--- src/inc/modulator_pkg.sv ---
// Register map, field positions and reset values of the signal modulator
package modulator_pkg;

  // ------------------------------------------------------------------
  // Register byte addresses
  // ------------------------------------------------------------------
  localparam logic [3:0] modulator_control_addr    = 4'h0;
  localparam logic [3:0] modulation_source_addr    = 4'h4;
  localparam logic [3:0] carrier_high_control_addr = 4'h8;
  localparam logic [3:0] carrier_low_control_addr  = 4'hc;

  // ------------------------------------------------------------------
  // Source selection width and count
  // ------------------------------------------------------------------
  localparam int          src_sel_width = 4;
  localparam int          src_count     = 16;

  // ------------------------------------------------------------------
  // Field positions: modulator_control
  // ------------------------------------------------------------------
  localparam int ctl_enable_bit     = 7;
  localparam int ctl_out_state_bit  = 5;
  localparam int ctl_slew_limit_bit = 4;
  localparam int ctl_out_invert_bit = 2;
  localparam int ctl_sw_value_bit   = 0;

  // ------------------------------------------------------------------
  // Field positions: source and carrier registers
  // ------------------------------------------------------------------
  localparam int sel_lsb          = 0;
  localparam int pin_release_bit  = 7;
  localparam int carrier_inv_bit  = 6;

  // ------------------------------------------------------------------
  // Reset values and encodings
  // ------------------------------------------------------------------
  localparam logic [7:0] modulator_control_reset = 8'h10;
  localparam logic [7:0] source_reset            = 8'h00;
  localparam logic [3:0] sw_value_select         = 4'h0;
  localparam logic [1:0] resp_okay               = 2'h0;
  localparam logic [1:0] resp_slverr             = 2'h2;

endpackage : modulator_pkg

--- src/modulator_core.sv ---
// Combinational mixing path from selected sources to the modulated pin
`timescale 1ns/1ns
module modulator_core (
  input  wire logic [15:0] mod_sources,
  input  wire logic [15:0] car_sources,
  input  wire logic [3:0]  mod_sel,
  input  wire logic [3:0]  car_high_sel,
  input  wire logic [3:0]  car_low_sel,
  input  wire logic        sw_value,
  input  wire logic        car_high_inv,
  input  wire logic        car_low_inv,
  input  wire logic        enable,
  input  wire logic        out_inv,
  output logic             mixed
);

  logic mod_sig;
  logic car_high;
  logic car_low;

  // Modulation selection 0 is the software value; all other selections index a source bus
  always_comb begin
    if (mod_sel == modulator_pkg::sw_value_select) begin
      mod_sig = sw_value;
    end else begin
      mod_sig = mod_sources[mod_sel];
    end
    car_high = car_sources[car_high_sel] ^ car_high_inv;
    car_low  = car_sources[car_low_sel] ^ car_low_inv;
  end

  // No sleep gating: follows sources whatever the power state
  always_comb begin
    if (enable) begin
      mixed = (mod_sig ? car_high : car_low) ^ out_inv;
    end else begin
      mixed = out_inv;
    end
  end

endmodule : modulator_core

--- src/signal_modulator.sv ---
// Signal modulator top: AXI4-Lite register slave, pin releases and output pin
`timescale 1ns/1ns
// Function
// Invert carrier high source when bit set
// Invert carrier low source when bit set
// Release carrier high peripheral's own pin
// Release carrier low peripheral's own pin
// Software value selectable as modulating signal
// Release modulating peripheral's own pin
// Output invert complements the modulated pin
// Slew limit on by default, cleared removes
// Sleep leaves modulator state untouched
// Keeps running in sleep with live sources
// Reset clears the modulator enable
// Reset restores every configuration register
// Software configures sources before enabling output
// Carrier high when modulation high, else low
// Disabled output holds low before inversion
module signal_modulator (
  input  wire logic        aclk,
  input  wire logic        aresetn,
  input  wire logic [3:0]  s_axi_awaddr,
  input  wire logic        s_axi_awvalid,
  output logic             s_axi_awready,
  input  wire logic [31:0] s_axi_wdata,
  input  wire logic [3:0]  s_axi_wstrb,
  input  wire logic        s_axi_wvalid,
  output logic             s_axi_wready,
  output logic [1:0]       s_axi_bresp,
  output logic             s_axi_bvalid,
  input  wire logic        s_axi_bready,
  input  wire logic [3:0]  s_axi_araddr,
  input  wire logic        s_axi_arvalid,
  output logic             s_axi_arready,
  output logic [31:0]      s_axi_rdata,
  output logic [1:0]       s_axi_rresp,
  output logic             s_axi_rvalid,
  input  wire logic        s_axi_rready,
  input  wire logic [15:0] mod_sources,
  input  wire logic [15:0] car_sources,
  output logic [15:0]      mod_pin_release,
  output logic [15:0]      car_pin_release,
  output logic             modulated_output_pin,
  output logic             output_slew_limit
);

  // ------------------------------------------------------------------
  // Configuration registers
  // ------------------------------------------------------------------
  logic [7:0] modulator_control;
  logic [7:0] modulation_source_select;
  logic [7:0] carrier_high_control;
  logic [7:0] carrier_low_control;
  logic       mixed;
  logic       pin_state;

  // ------------------------------------------------------------------
  // Write channel state
  // ------------------------------------------------------------------
  logic       aw_held;
  logic [3:0] aw_addr;
  logic       w_held;
  logic [7:0] w_byte;
  logic       w_lane;
  logic       do_write;

  typedef enum logic [0:0] {
    rd_idle = 1'b0,
    rd_resp = 1'b1
  } rd_state_t;
  rd_state_t rd_state;

  // Decode of the four words; anything else is unmapped
  function automatic logic is_mapped(input logic [3:0] addr);
    is_mapped = (addr == modulator_pkg::modulator_control_addr) ||
                (addr == modulator_pkg::modulation_source_addr) ||
                (addr == modulator_pkg::carrier_high_control_addr) ||
                (addr == modulator_pkg::carrier_low_control_addr);
  endfunction : is_mapped

  // One-hot release mask for the selected source, zero when not releasing
  function automatic logic [15:0] release_mask(input logic [7:0] reg_val);
    release_mask = 16'h0000;
    if (reg_val[modulator_pkg::pin_release_bit]) begin
      release_mask[reg_val[3:0]] = 1'b1;
    end
  endfunction : release_mask

  // Address and data may arrive in either order; each is held until both
  assign s_axi_awready = !aw_held && !s_axi_bvalid;
  assign s_axi_wready  = !w_held && !s_axi_bvalid;
  assign do_write      = aw_held && w_held && !s_axi_bvalid;

  // ------------------------------------------------------------------
  // Write address and data capture
  // ------------------------------------------------------------------
  always_ff @(posedge aclk) begin
    if (!aresetn) begin
      aw_held <= 1'b0;
      aw_addr <= 4'h0;
    end else if (s_axi_awvalid && s_axi_awready) begin
      aw_held <= 1'b1;
      aw_addr <= {s_axi_awaddr[3:2], 2'b00};
    end else if (do_write) begin
      aw_held <= 1'b0;
    end
  end

  always_ff @(posedge aclk) begin
    if (!aresetn) begin
      w_held <= 1'b0;
      w_byte <= 8'h00;
      w_lane <= 1'b0;
    end else if (s_axi_wvalid && s_axi_wready) begin
      w_held <= 1'b1;
      w_byte <= s_axi_wdata[7:0];
      w_lane <= s_axi_wstrb[0];
    end else if (do_write) begin
      w_held <= 1'b0;
    end
  end

  // Response one cycle after both halves are held
  always_ff @(posedge aclk) begin
    if (!aresetn) begin
      s_axi_bvalid <= 1'b0;
      s_axi_bresp  <= modulator_pkg::resp_okay;
    end else if (do_write) begin
      s_axi_bvalid <= 1'b1;
      s_axi_bresp  <= is_mapped(aw_addr) ? modulator_pkg::resp_okay
                                         : modulator_pkg::resp_slverr;
    end else if (s_axi_bready) begin
      s_axi_bvalid <= 1'b0;
    end
  end

  // ------------------------------------------------------------------
  // Register storage; only byte lane 0 carries data
  // ------------------------------------------------------------------
  always_ff @(posedge aclk) begin
    if (!aresetn) begin
      modulator_control <= modulator_pkg::modulator_control_reset;
    end else if (do_write && w_lane &&
                 aw_addr == modulator_pkg::modulator_control_addr) begin
      // Status bit is read-only and never stored
      modulator_control <= w_byte & ~(8'h01 << modulator_pkg::ctl_out_state_bit);
    end
  end

  always_ff @(posedge aclk) begin
    if (!aresetn) begin
      modulation_source_select <= modulator_pkg::source_reset;
    end else if (do_write && w_lane &&
                 aw_addr == modulator_pkg::modulation_source_addr) begin
      modulation_source_select <= w_byte & 8'h8f;
    end
  end

  always_ff @(posedge aclk) begin
    if (!aresetn) begin
      carrier_high_control <= modulator_pkg::source_reset;
    end else if (do_write && w_lane &&
                 aw_addr == modulator_pkg::carrier_high_control_addr) begin
      carrier_high_control <= w_byte & 8'hcf;
    end
  end

  always_ff @(posedge aclk) begin
    if (!aresetn) begin
      carrier_low_control <= modulator_pkg::source_reset;
    end else if (do_write && w_lane &&
                 aw_addr == modulator_pkg::carrier_low_control_addr) begin
      carrier_low_control <= w_byte & 8'hcf;
    end
  end

  // ------------------------------------------------------------------
  // Read channel
  // ------------------------------------------------------------------
  assign s_axi_arready = (rd_state == rd_idle);

  // Output state is shown live in the control word
  always_ff @(posedge aclk) begin
    if (!aresetn) begin
      rd_state    <= rd_idle;
      s_axi_rvalid <= 1'b0;
      s_axi_rdata <= 32'h0000_0000;
      s_axi_rresp <= modulator_pkg::resp_okay;
    end else begin
      case (rd_state)
        rd_idle: begin
          if (s_axi_arvalid) begin
            rd_state     <= rd_resp;
            s_axi_rvalid <= 1'b1;
            s_axi_rresp  <= modulator_pkg::resp_okay;
            case ({s_axi_araddr[3:2], 2'b00})
              modulator_pkg::modulator_control_addr:
                s_axi_rdata <= {24'h000000, modulator_control |
                  (8'(pin_state) << modulator_pkg::ctl_out_state_bit)};
              modulator_pkg::modulation_source_addr:
                s_axi_rdata <= {24'h000000, modulation_source_select};
              modulator_pkg::carrier_high_control_addr:
                s_axi_rdata <= {24'h000000, carrier_high_control};
              modulator_pkg::carrier_low_control_addr:
                s_axi_rdata <= {24'h000000, carrier_low_control};
              default: begin
                s_axi_rdata <= 32'h0000_0000;
                s_axi_rresp <= modulator_pkg::resp_slverr;
              end
            endcase
          end
        end
        rd_resp: begin
          if (s_axi_rready) begin
            rd_state     <= rd_idle;
            s_axi_rvalid <= 1'b0;
          end
        end
        default: begin
          rd_state     <= rd_idle;
          s_axi_rvalid <= 1'b0;
        end
      endcase
    end
  end

  // ------------------------------------------------------------------
  // Mixing path
  // ------------------------------------------------------------------
  modulator_core core (
    .mod_sources  (mod_sources),
    .car_sources  (car_sources),
    .mod_sel      (modulation_source_select[3:0]),
    .car_high_sel (carrier_high_control[3:0]),
    .car_low_sel  (carrier_low_control[3:0]),
    .sw_value     (modulator_control[modulator_pkg::ctl_sw_value_bit]),
    .car_high_inv (carrier_high_control[modulator_pkg::carrier_inv_bit]),
    .car_low_inv  (carrier_low_control[modulator_pkg::carrier_inv_bit]),
    .enable       (modulator_control[modulator_pkg::ctl_enable_bit]),
    .out_inv      (modulator_control[modulator_pkg::ctl_out_invert_bit]),
    .mixed        (mixed)
  );

  // Registered pin keeps glitches of the source mux off the pad
  always_ff @(posedge aclk) begin
    if (!aresetn) begin
      pin_state <= 1'b0;
    end else begin
      pin_state <= mixed;
    end
  end

  assign modulated_output_pin = pin_state;
  assign output_slew_limit = modulator_control[modulator_pkg::ctl_slew_limit_bit];

  // Pin releases; modulation selection 0 is the software value, which owns no pin
  always_ff @(posedge aclk) begin
    if (!aresetn) begin
      mod_pin_release <= 16'h0000;
      car_pin_release <= 16'h0000;
    end else begin
      // Software value owns no pin, so selecting it never releases one
      if (modulation_source_select[3:0] == modulator_pkg::sw_value_select) begin
        mod_pin_release <= 16'h0000;
      end else begin
        mod_pin_release <= release_mask(modulation_source_select);
      end
      car_pin_release <= release_mask(carrier_high_control) |
                         release_mask(carrier_low_control);
    end
  end

  // ------------------------------------------------------------------
  // Assertions
  // ------------------------------------------------------------------
  // Held off through reset; a_reset_clears watches the reset itself
  property p_disabled_low;
    @(posedge aclk) disable iff (!aresetn)
      !modulator_control[modulator_pkg::ctl_enable_bit] |=>
      modulated_output_pin == $past(modulator_control[modulator_pkg::ctl_out_invert_bit]);
  endproperty
  a_disabled_low: assert property (p_disabled_low)
    else $error("disabled output not at inactive level");

  property p_mix;
    @(posedge aclk) disable iff (!aresetn)
      modulator_control[modulator_pkg::ctl_enable_bit] |=>
      modulated_output_pin == $past(mixed);
  endproperty
  a_mix: assert property (p_mix)
    else $error("output does not follow mix");

  property p_reset_clears;
    @(posedge aclk) !aresetn |=> !modulator_control[modulator_pkg::ctl_enable_bit] &&
      output_slew_limit && modulation_source_select == 8'h00;
  endproperty
  a_reset_clears: assert property (p_reset_clears)
    else $error("reset did not restore defaults");

  property p_slew;
    @(posedge aclk) disable iff (!aresetn)
      output_slew_limit == modulator_control[modulator_pkg::ctl_slew_limit_bit];
  endproperty
  a_slew: assert property (p_slew)
    else $error("slew control mismatch");

  property p_ch_release;
    @(posedge aclk) disable iff (!aresetn)
      carrier_high_control[modulator_pkg::pin_release_bit] |=>
      car_pin_release[$past(carrier_high_control[3:0])];
  endproperty
  a_ch_release: assert property (p_ch_release)
    else $error("carrier high pin not released");

  property p_cl_release;
    @(posedge aclk) disable iff (!aresetn)
      carrier_low_control[modulator_pkg::pin_release_bit] |=>
      car_pin_release[$past(carrier_low_control[3:0])];
  endproperty
  a_cl_release: assert property (p_cl_release)
    else $error("carrier low pin not released");

  property p_ms_release;
    @(posedge aclk) disable iff (!aresetn)
      $stable(modulation_source_select) |->
      mod_pin_release == (modulation_source_select[3:0] == modulator_pkg::sw_value_select ?
                          16'h0000 : release_mask($past(modulation_source_select)));
  endproperty
  a_ms_release: assert property (p_ms_release)
    else $error("modulation pin release mismatch");

  property p_sw_value;
    @(posedge aclk) disable iff (!aresetn)
      (modulator_control[modulator_pkg::ctl_enable_bit] &&
       modulation_source_select[3:0] == modulator_pkg::sw_value_select &&
       modulator_control[modulator_pkg::ctl_sw_value_bit]) |->
      mixed == ((car_sources[carrier_high_control[3:0]] ^
                 carrier_high_control[modulator_pkg::carrier_inv_bit]) ^
                modulator_control[modulator_pkg::ctl_out_invert_bit]);
  endproperty
  a_sw_value: assert property (p_sw_value)
    else $error("software value modulation wrong");

endmodule : signal_modulator

--- config.mk ---
export PLATFORM = sky130hd
export DESIGN_NAME = signal_modulator
export DESIGN_NICKNAME = d
export VERILOG_FILES = /design/src/inc/modulator_pkg.sv /design/src/modulator_core.sv /design/src/signal_modulator.sv
export SDC_FILE = /design/constraint.sdc
export NUM_CORES = 1
export LEC_CHECK = 0
export ABC_AREA = 1
export BUFFER_PORTS_ARGS = -buffer_cell sky130_fd_sc_hd__buf_2
export CORE_ASPECT_RATIO = 2
export CORE_MARGIN = 1
export CORE_UTILIZATION = 35
export DETAILED_ROUTE_END_ITERATION = 8
export GPL_ROUTABILITY_DRIVEN = 0
export SYNTH_ARGS = -nofsm -noshare
export SYNTH_HDL_FRONTEND = slang
export SYNTH_SLANG_ARGS = --single-unit
--- constraint.sdc ---
create_clock -name aclk -period 2.32 [get_ports aclk]
set_input_delay 0.116 -clock aclk [delete_from_list [all_inputs] [get_ports aclk]]
set_output_delay 0.116 -clock aclk [all_outputs]
set_load 0.01 [all_outputs]
==> metrics.yaml, run 1 <==
hpwl_um: 7460
irDropWorstVdd_mv: 0.354
rsz0062_at_grt: "false"
synth_compound_area_share_pct: 15.2
antenna_cells: 0
grt_pass1_wl_um: 15400
ys_types: 27
synth_edf_count: 0
hp-start: "s_axi_wdata[4]"
final_common_cell: "nand2_1"
wl_um: 9680
synth_top_family_by_area: "simple AND/OR/NAND/NOR gates"
pwr-share-clk_pct: 45.8
hold_buffers: 0
crit_fanout: 12
post_cts_buffers: 0
endpoint_kind: "flip-flop"
syn_area_um2: 3680
area_growth_pct: 22.0
grtUsageTotal_pct: 18.3
port_buffers: 97
cts_sinks: 81
placementRows: 52
p_sw_uw: 731
placed_cell_area_um2: 4180
layout-drive-gt1-share_pct: 21.1
combPwrFrac_pct: 7.7
postSynthCellCount: 527
yosys.area_share.simple_pct: 27.8
power.density_nw_per_um2: 700
wire_per_inst_um: 12.7
htreeDepth: 3
initial_core_util_pct: 36.3
place_ws_ns: 0.500
layout_common_cells: "143 x nand2_1, 97 x buf_2, 81 x dfxtp_1"
cap_violations: 0
skew_ns: 0.00567
seq_area_frac_synth_pct: 44.1
syn_avg_cell_area_um2: 6.98
grt-ovfl-total: 0
hp-class: "in -> reg"
intPower_uw: 2410
via_count: 3567
worstMarginPinSlew_ns: 0.694
insertion_delay_ns: 0.33
seqPwrFrac_pct: 46.5
synth_top_area_cell: "dfxtp_1"
pin_count: 158
drtIter0Drc: 186
via_per_inst: 4.68
whs_ns: 0.0376
status: "finished clean"
drc_errors: 0
critPathRequiredTime_ns: 2.55
synthFlopType: "dfxtp_1"
crit_arrival_ns: 2.03
synth_mux_area_share_pct: 0
grt_max_degree: 25
cts_max_path_buffers: 2
synthTopCellsByArea: "dfxtp_1 44%, nand2_1 15%, nor2_1 7.6%"
start_kind: "flip-flop"
synth_xor_area_share_pct: 0
timing.rr.start: "carrier_high_control[0]"
grt_pass1_vias: 3330
fin_crit_ns: 1.80
maxSlewViolCount: 0
max_slew_margin_pct: 53.7
dieHeight_um: 147
antenna_found_initial: 0
setup_slack_ns: 0.516
fp.dieW_um: 74.5
die-area_um2: 11000
yosys.area.top_type_share_pct: 44.1
setup_viol: 0
ys_ff_latch: 81
regToRegSetupSlack_ns: 0.52
startpoint: "carrier_high_control[0]"
fmax_mhz: 554
async_reset_ff_share_pct: 0
synthAdderAreaFrac_pct: 0
core_area_um2: 10100
fin_crit_sh_pct: 77.8
ys.warnings.count: 0
clk_pin_slew_ns: 0.06
p_leak_uw: 0.00214
cts_root_buf: "clkbuf_16"
antenna_left: 0
layout.nets: 705
cts_tree: "done"
critPathKind: "reg -> reg"
cts_made_buffers: 9
fin_area_um2: 4490
hold_viol_final: 0
p_sw_share_pct: 23.3
fin_tns_setup_ns: 0
post_cts_resized: 0
drtPass1Iterations: 4
[metal layers]
metal	vias to the layer above	wire length (um)	GRT usage [%]	share of wire, %
met3	22	420	3.29	4.3
met5	-	0	0	0
met2	119	5260	33.6	54
met1	1592	3640	18.8	38
met4	0	361	9.53	3.7
li1	1834	-	-	-
[stage by stage]
stage | util (%) | total power (uW) | instances
after CTS | 44.2 | 3180 | 762
after global routing | 44.2 | 3290 | 762
final | 44.2 | 3150 | 762
after global placement | 41.1 | 1730 | 746
after detailed placement | 41.1 | 1730 | 746
after floorplan | - | 1660 | 554
[logic make-up after synthesis]
| kind of cell | Yosys count |
|---|---|
| flip-flops | 81 |
| other | 1 |
| AND/OR/NAND/NOR | 254 |
| AO/OA/AOI/OAI | 100 |
| buffers and inverters | 91 |
[Yosys cell counts, types with 8 or more instances]
library cell  number
nand2_1          143
a21oi_1           34
dfxtp_1           81
nor3_1            10
buf_4             29
a22oi_1           10
clkbuf_1           8
nor2_1            75
o21ai_1           13
inv_1             38
nand3_1           17
o21ai_0           28
[worst paths after layout]
| check | to | cells past startpoint |
|---|---|---|
| worst max-delay path | modulated_output_pin | 13 |
| worst min-delay path | w_byte[4] | 3 |
| worst max register to register | modulated_output_pin | 13 |
| worst min register to register | s_axi_bresp[1] | 2 |
[flip-flops by register name, indices dropped and copies added (netlist names)]
name	count
aw_addr	2
carrier_high_control	6
s_axi_bvalid	1
s_axi_rdata	8
s_axi_bresp	1
w_lane	1
mod_pin_release	16
w_byte	7
modulated_output_pin	1
carrier_low_control	6
rd_state	1
modulation_source_select	5
s_axi_rvalid	1
aw_held	1
modulator_control	7
w_held	1
car_pin_release	16
[critical path: stages (launching register included)]
cell	delay (ns)
dfxtp_1	0.58
inv_2	0.18
nand2_1	0.10
nand2_1	0.05
nand2_1	0.05
nand3_1	0.10
nand2_1	0.08
nand2_1	0.07
o21ai_1	0.14
nand3_1	0.13
nand3_1	0.10
nand2_1	0.05
inv_1	0.06
nor2_2	0.04
[cell type report]
cell class / instances / area (um^2)
fillers: 1101 / 5660
multi-input cells: 382 / 1690
flip-flops and latches: 81 / 1620
repair buffers: 102 / 523
clock buffers: 11 / 253
inverters: 46 / 175
well taps: 135 / 169
clock inverters: 5 / 62.6
[power groups by stage]
| stage | combinational, uW | sequential (uW) | clock, uW |
|---|---|---|---|
| 3_3_place_gp | 235 | 1490 | 0 |
| 2_1_floorplan | 176 | 1490 | 0 |
| 4_1_cts | 242 | 1460 | 1470 |
| 3_5_place_dp | 241 | 1490 | 0 |
| 6_report | 241 | 1460 | 1440 |
| 5_1_grt | 275 | 1470 | 1540 |
No activity file was read; power rests on OpenSTA's default activity.
==> run 2: changes to the inputs <==
==> constraint.sdc (replaced) <==
create_clock -name aclk -period 1.5 [get_ports aclk]
set_input_delay 0.075 -clock aclk [delete_from_list [all_inputs] [get_ports aclk]]
set_output_delay 0.075 -clock aclk [all_outputs]
set_load 0.01 [all_outputs]
==> run 2 against run 1 <==
  * Clock skew down 0.0025 ns
  * Register-to-register slack worse by 0.48 ns
  * Utilization up 6.3 points
  * Total power up 58%
  * Clock power up 58%
  * Sequential power up 55%
  * Design area up 14%
  * Sequential share of layout area down 4.2 points
  * Die area unchanged
  * Cell count up 7.9%
  * Critical path depth down 3
  * First-iteration DRC count down 8.1%
==> metrics.yaml, run 2 (synthesis results as in run 1) <==
layout_common_cells: "137 x nand2_1, 97 x buf_2, 74 x dfxtp_1"
dieHeight_um: 147
crit_fanout: 6
skew_ns: 0.00314
power.density_nw_per_um2: 968
fp.dieW_um: 74.5
grtUsageTotal_pct: 19.7
cts_sinks: 81
final_common_cell: "nand2_1"
via_count: 3852
port_buffers: 97
fin_crit_sh_pct: 97.7
irDropWorstVdd_mv: 0.811
insertion_delay_ns: 0.34
p_sw_share_pct: 23.0
cts_root_buf: "clkbuf_16"
grt_pass1_vias: 3616
drc_errors: 0
rsz0062_at_grt: "true"
htreeDepth: 3
grt-ovfl-total: 0
critPathKind: "reg -> reg"
seqPwrFrac_pct: 45.6
pwr-share-clk_pct: 45.6
endpoint_kind: "flip-flop"
layout-drive-gt1-share_pct: 32.0
fin_crit_ns: 1.47
grt_pass1_wl_um: 16400
final_util_pct: 50.5
worstMarginPinSlew_ns: 0.520
status: "finished clean"
drtPass1Iterations: 4
via_per_inst: 4.69
fin_area_um2: 5130
drtIter0Drc: 171
pin_count: 158
clk_pin_slew_ns: 0.06
combPwrFrac_pct: 8.8
area_growth_pct: 39.3
cts_max_path_buffers: 2
die-area_um2: 11000
antenna_found_initial: 0
antenna_cells: 0
crit_arrival_ns: 1.74
hpwl_um: 8070
cts_tree: "done"
intPower_uw: 3820
hp-class: "in -> reg"
p_leak_uw: 0.00247
max_slew_margin_pct: 65.3
wire_per_inst_um: 12.7
placed_cell_area_um2: 4570
cap_violations: 0
start_kind: "flip-flop"
setup_viol: 0
core_area_um2: 10100
placementRows: 52
cts_made_buffers: 9
fmax_mhz: 682
reg.largest.list: "car_pin_release: 16 flops, mod_pin_release: 16 flops, s_axi_rdata: 8 flops"
fin_tns_setup_ns: 0
grt_max_degree: 32
wl_um: 10400
p_sw_uw: 1140
hold_viol_final: 0
antenna_left: 0
layout.nets: 767
maxSlewViolCount: 0
initial_core_util_pct: 36.3
critPathRequiredTime_ns: 1.78
-- run 2: changes by cell type in the layout (fill, tap and decap cells not counted), moves of 4 or more --
cell	delta
nor3_1	-4
buf_6	+4
dlygate4sd3_1	+7
dfxtp_1	-7
nand2_2	+6
dfxtp_2	+5
nand3_2	+4
nor2_1	-5
nand2_1	-6
o21ai_0	-6
buf_4	+51
nand3_1	-4
-- run 2: layer usage --
layer | track usage (%) | wire length [um] | vias up
met5 | 0 | 0 | -
met4 | 10.4 | 345 | 0
met3 | 3.64 | 409 | 24
met2 | 37.1 | 6030 | 128
met1 | 19.2 | 3620 | 1743
li1 | - | - | 1957
-- run 2: area by class of cell --
cell class              instances  area, um^2
clock buffers                   9         225
clock inverters                 5        81.3
fillers                      1079        5020
inverters                      46         185
multi-input cells             382        1810
flip-flops and latches         81        1640
well taps                     135         169
repair buffers                164        1020
-- run 2: final timing paths --
kind | slack (ns) | startpoint | to | cells after the start
worst min-delay path | 0.01 | s_axi_wdata[6] | w_byte[6] | 3
worst max-delay path | 0.03 | aw_held | modulator_control[3] | 10
worst min register to register | 0.43 | s_axi_bresp[1] | s_axi_bresp[1] | 2
worst max register to register | 0.03 | aw_held | modulator_control[3] | 10
-- run 2: critical path: stages, from the launching register on --
cell and delay, ns:
dfxtp_2 0.33, nand2_2 0.07, nor2_4 0.11, inv_2 0.06
nor2_4 0.08, inv_2 0.06, buf_6 0.12, nor3_4 0.24
buf_6 0.16, o21ai_0 0.07, nor2_1 0.10
-- run 2: power by group through the flow --
stage	clock network [uW]	registers, uW	logic [uW]
6_report	2270	2260	438
5_1_grt	2410	2270	489
4_1_cts	2320	2260	416
3_5_place_dp	0	2310	399
3_3_place_gp	0	2310	394
2_1_floorplan	0	2300	272
-- run 2: through the flow --
stage	hold WS (ns)	worst slack (ns)	power (uW)	cells
6_report	0.0104	0.0339	4970	822
5_1_grt	0.0355	-0.0964	5170	822
4_1_cts	0.00276	-0.00325	5000	820
3_5_place_dp	0.330	-0.0243	2710	798
3_3_place_gp	0.328	-0.00562	2700	798
2_1_floorplan	0.227	0.159	2570	554
-- run 2: repair_timing --
action	in CTS	in global routing
setup endpoints to repair	12	33
hold endpoints to repair	7	0
hold buffers	7	0
cloned	1	0
buffers inserted	0	2
pin swaps	2	19
resized for setup	14	44
==> run 3: changes to the inputs <==
--- a/config.mk
+++ b/config.mk
@@ -12,6 +12,7 @@
 export CORE_UTILIZATION = 35
 export DETAILED_ROUTE_END_ITERATION = 8
 export GPL_ROUTABILITY_DRIVEN = 0
+export PLACE_DENSITY = 0.72
 export SYNTH_ARGS = -nofsm -noshare
 export SYNTH_HDL_FRONTEND = slang
 export SYNTH_SLANG_ARGS = --single-unit
==> run 3 against run 2 <==
  * The flow now finishes with violations (setup timing)
  * Clock power hardly changed
  * Combinational power fell by 2%
  * Total power decreased by 0.72%
  * Clock skew up 0.0033 ns
  * Cell count decreased by 1.9%
  * Clock-buffer cell count rose by 4
  * Critical path type unchanged
==> metrics.yaml, run 3 (synthesis results as in run 1) <==
status: "finished, violations left"
violations: "setup timing"
cts_max_path_buffers: 2
skew_ns: 0.00647
antenna_cells: 0
fmax_mhz: 662
fin_tns_setup_ns: -0.0109
via_count: 3810
grt_max_degree: 33
layout.nets: 749
antenna_left: 0
fin_crit_ns: 1.51
regToRegSetupSlack_ns: -0.01
grt_pass1_vias: 3601
total_power_uw: 4930
die-area_um2: 11000
cts_root_buf: "clkbuf_16"
rsz0062_at_grt: "true"
placementRows: 52
grtUsageTotal_pct: 19.3
crit_arrival_ns: 1.78
power.density_nw_per_um2: 990
nFillCells: 1019
drc_errors: 0
layout-drive-gt1-share_pct: 30.8
hold_viol_final: 0
port_buffers: 97
wire_per_inst_um: 12.8
placed_cell_area_um2: 4460
setup_viol: 1
area_growth_pct: 35.4
cts_tree: "done"
worstMarginPinSlew_ns: 0.539
endpoint_kind: "flip-flop"
irDropWorstVdd_mv: 0.504
drtIter0Drc: 134
dieHeight_um: 147
htreeDepth: 3
clk_pin_slew_ns: 0.06
layout_common_cells: "134 x nand2_1, 97 x buf_2, 75 x dfxtp_1"
cap_violations: 0
antenna_found_initial: 0
grt_pass1_wl_um: 15900
critPathRequiredTime_ns: 1.77
p_leak_uw: 0.00238
maxSlewViolCount: 0
core_area_um2: 10100
final_common_cell: "nand2_1"
insertion_delay_ns: 0.33
initial_core_util_pct: 36.3
fp.dieW_um: 74.5
hpwl_um: 7870
setup_slack_ns: -0.0109
crit_fanout: 6
fin_crit_sh_pct: 101
fin_area_um2: 4980
wl_um: 10300
max_slew_margin_pct: 64.1
start_kind: "flip-flop"
critPathKind: "reg -> reg"
cts_sinks: 81
cts_made_buffers: 9
pin_count: 158
drtPass1Iterations: 4
grt-ovfl-total: 0
reg.largest.list: "car_pin_release: 16 flops, mod_pin_release: 16 flops, s_axi_rdata: 8 flops"
via_per_inst: 4.73
hp-class: "in -> reg"
## run 3: report_power, final
part / switching (uW) / internal [uW] / total (uW)
clock network: 848 / 1390 / 2240
registers: 59.1 / 2200 / 2260
logic: 258 / 171 / 429
total: 1160 / 3770 / 4930
## run 3: through the flow
| step | setup WS (ns) | utilization (%) | hold WS (ns) | std cells |
|---|---|---|---|---|
| after global routing | -0.102 | 49.1 | 0.00858 | 806 |
| after detailed placement | -0.0496 | 43.9 | 0.339 | 784 |
| final | -0.0109 | 49.1 | 0.00519 | 806 |
| after floorplan | 0.159 | - | 0.227 | 554 |
| after global placement | -0.00945 | 43.9 | 0.330 | 784 |
| after CTS | 0.00326 | 47.5 | 0.000319 | 804 |
## run 3: layout make-up
class | instances | area, um^2 | share of cell area (%)
Clock inverter | 3 | 47.5 | 0.954
Timing Repair Buffer | 146 | 878 | 17.6
Clock buffer | 13 | 260 | 5.22
Inverter | 46 | 185 | 3.72
Tap cell | 135 | 169 | 3.39
Sequential cell | 81 | 1630 | 32.8
Multi-Input combinational cell | 382 | 1810 | 36.3
## run 3: worst paths after layout
path,from,cells past startpoint,endpoint
setup reg to reg,aw_held,10,modulator_control[1]
setup / recovery,aw_held,10,modulator_control[1]
hold reg to reg,s_axi_bresp[1],2,s_axi_bresp[1]
hold / removal,s_axi_wdata[1],3,w_byte[1]
## run 3: critical path: stages (launching register included)
cell and delay (ns):
dfxtp_2 0.34, nand2_2 0.06, nor2_4 0.11, inv_2 0.06, nor2_4 0.10, inv_2 0.06, buf_6 0.11, nor3_4 0.23
buf_6 0.16, o21ai_0 0.09, nor2_1 0.13
## run 3: what timing repair did
item / 4_1_cts / 5_1_grt
pin swaps: 0 / 21
buffers inserted: 0 / 2
endpoints found under the setup margin: 7 / 30
gates resized for setup: 7 / 52
endpoints found under the hold margin: 4 / 0
hold buffers: 4 / 0
## run 3: metal layers
layer	wire length, um	GRT usage, %	part of all wire, %	vias to the layer above
li1	-	-	-	1921
met1	3560	16.9	34	1728
met2	5920	37.4	57	136
met3	483	4.12	4.7	25
met4	385	10.8	3.7	0
met5	0	0	0	-
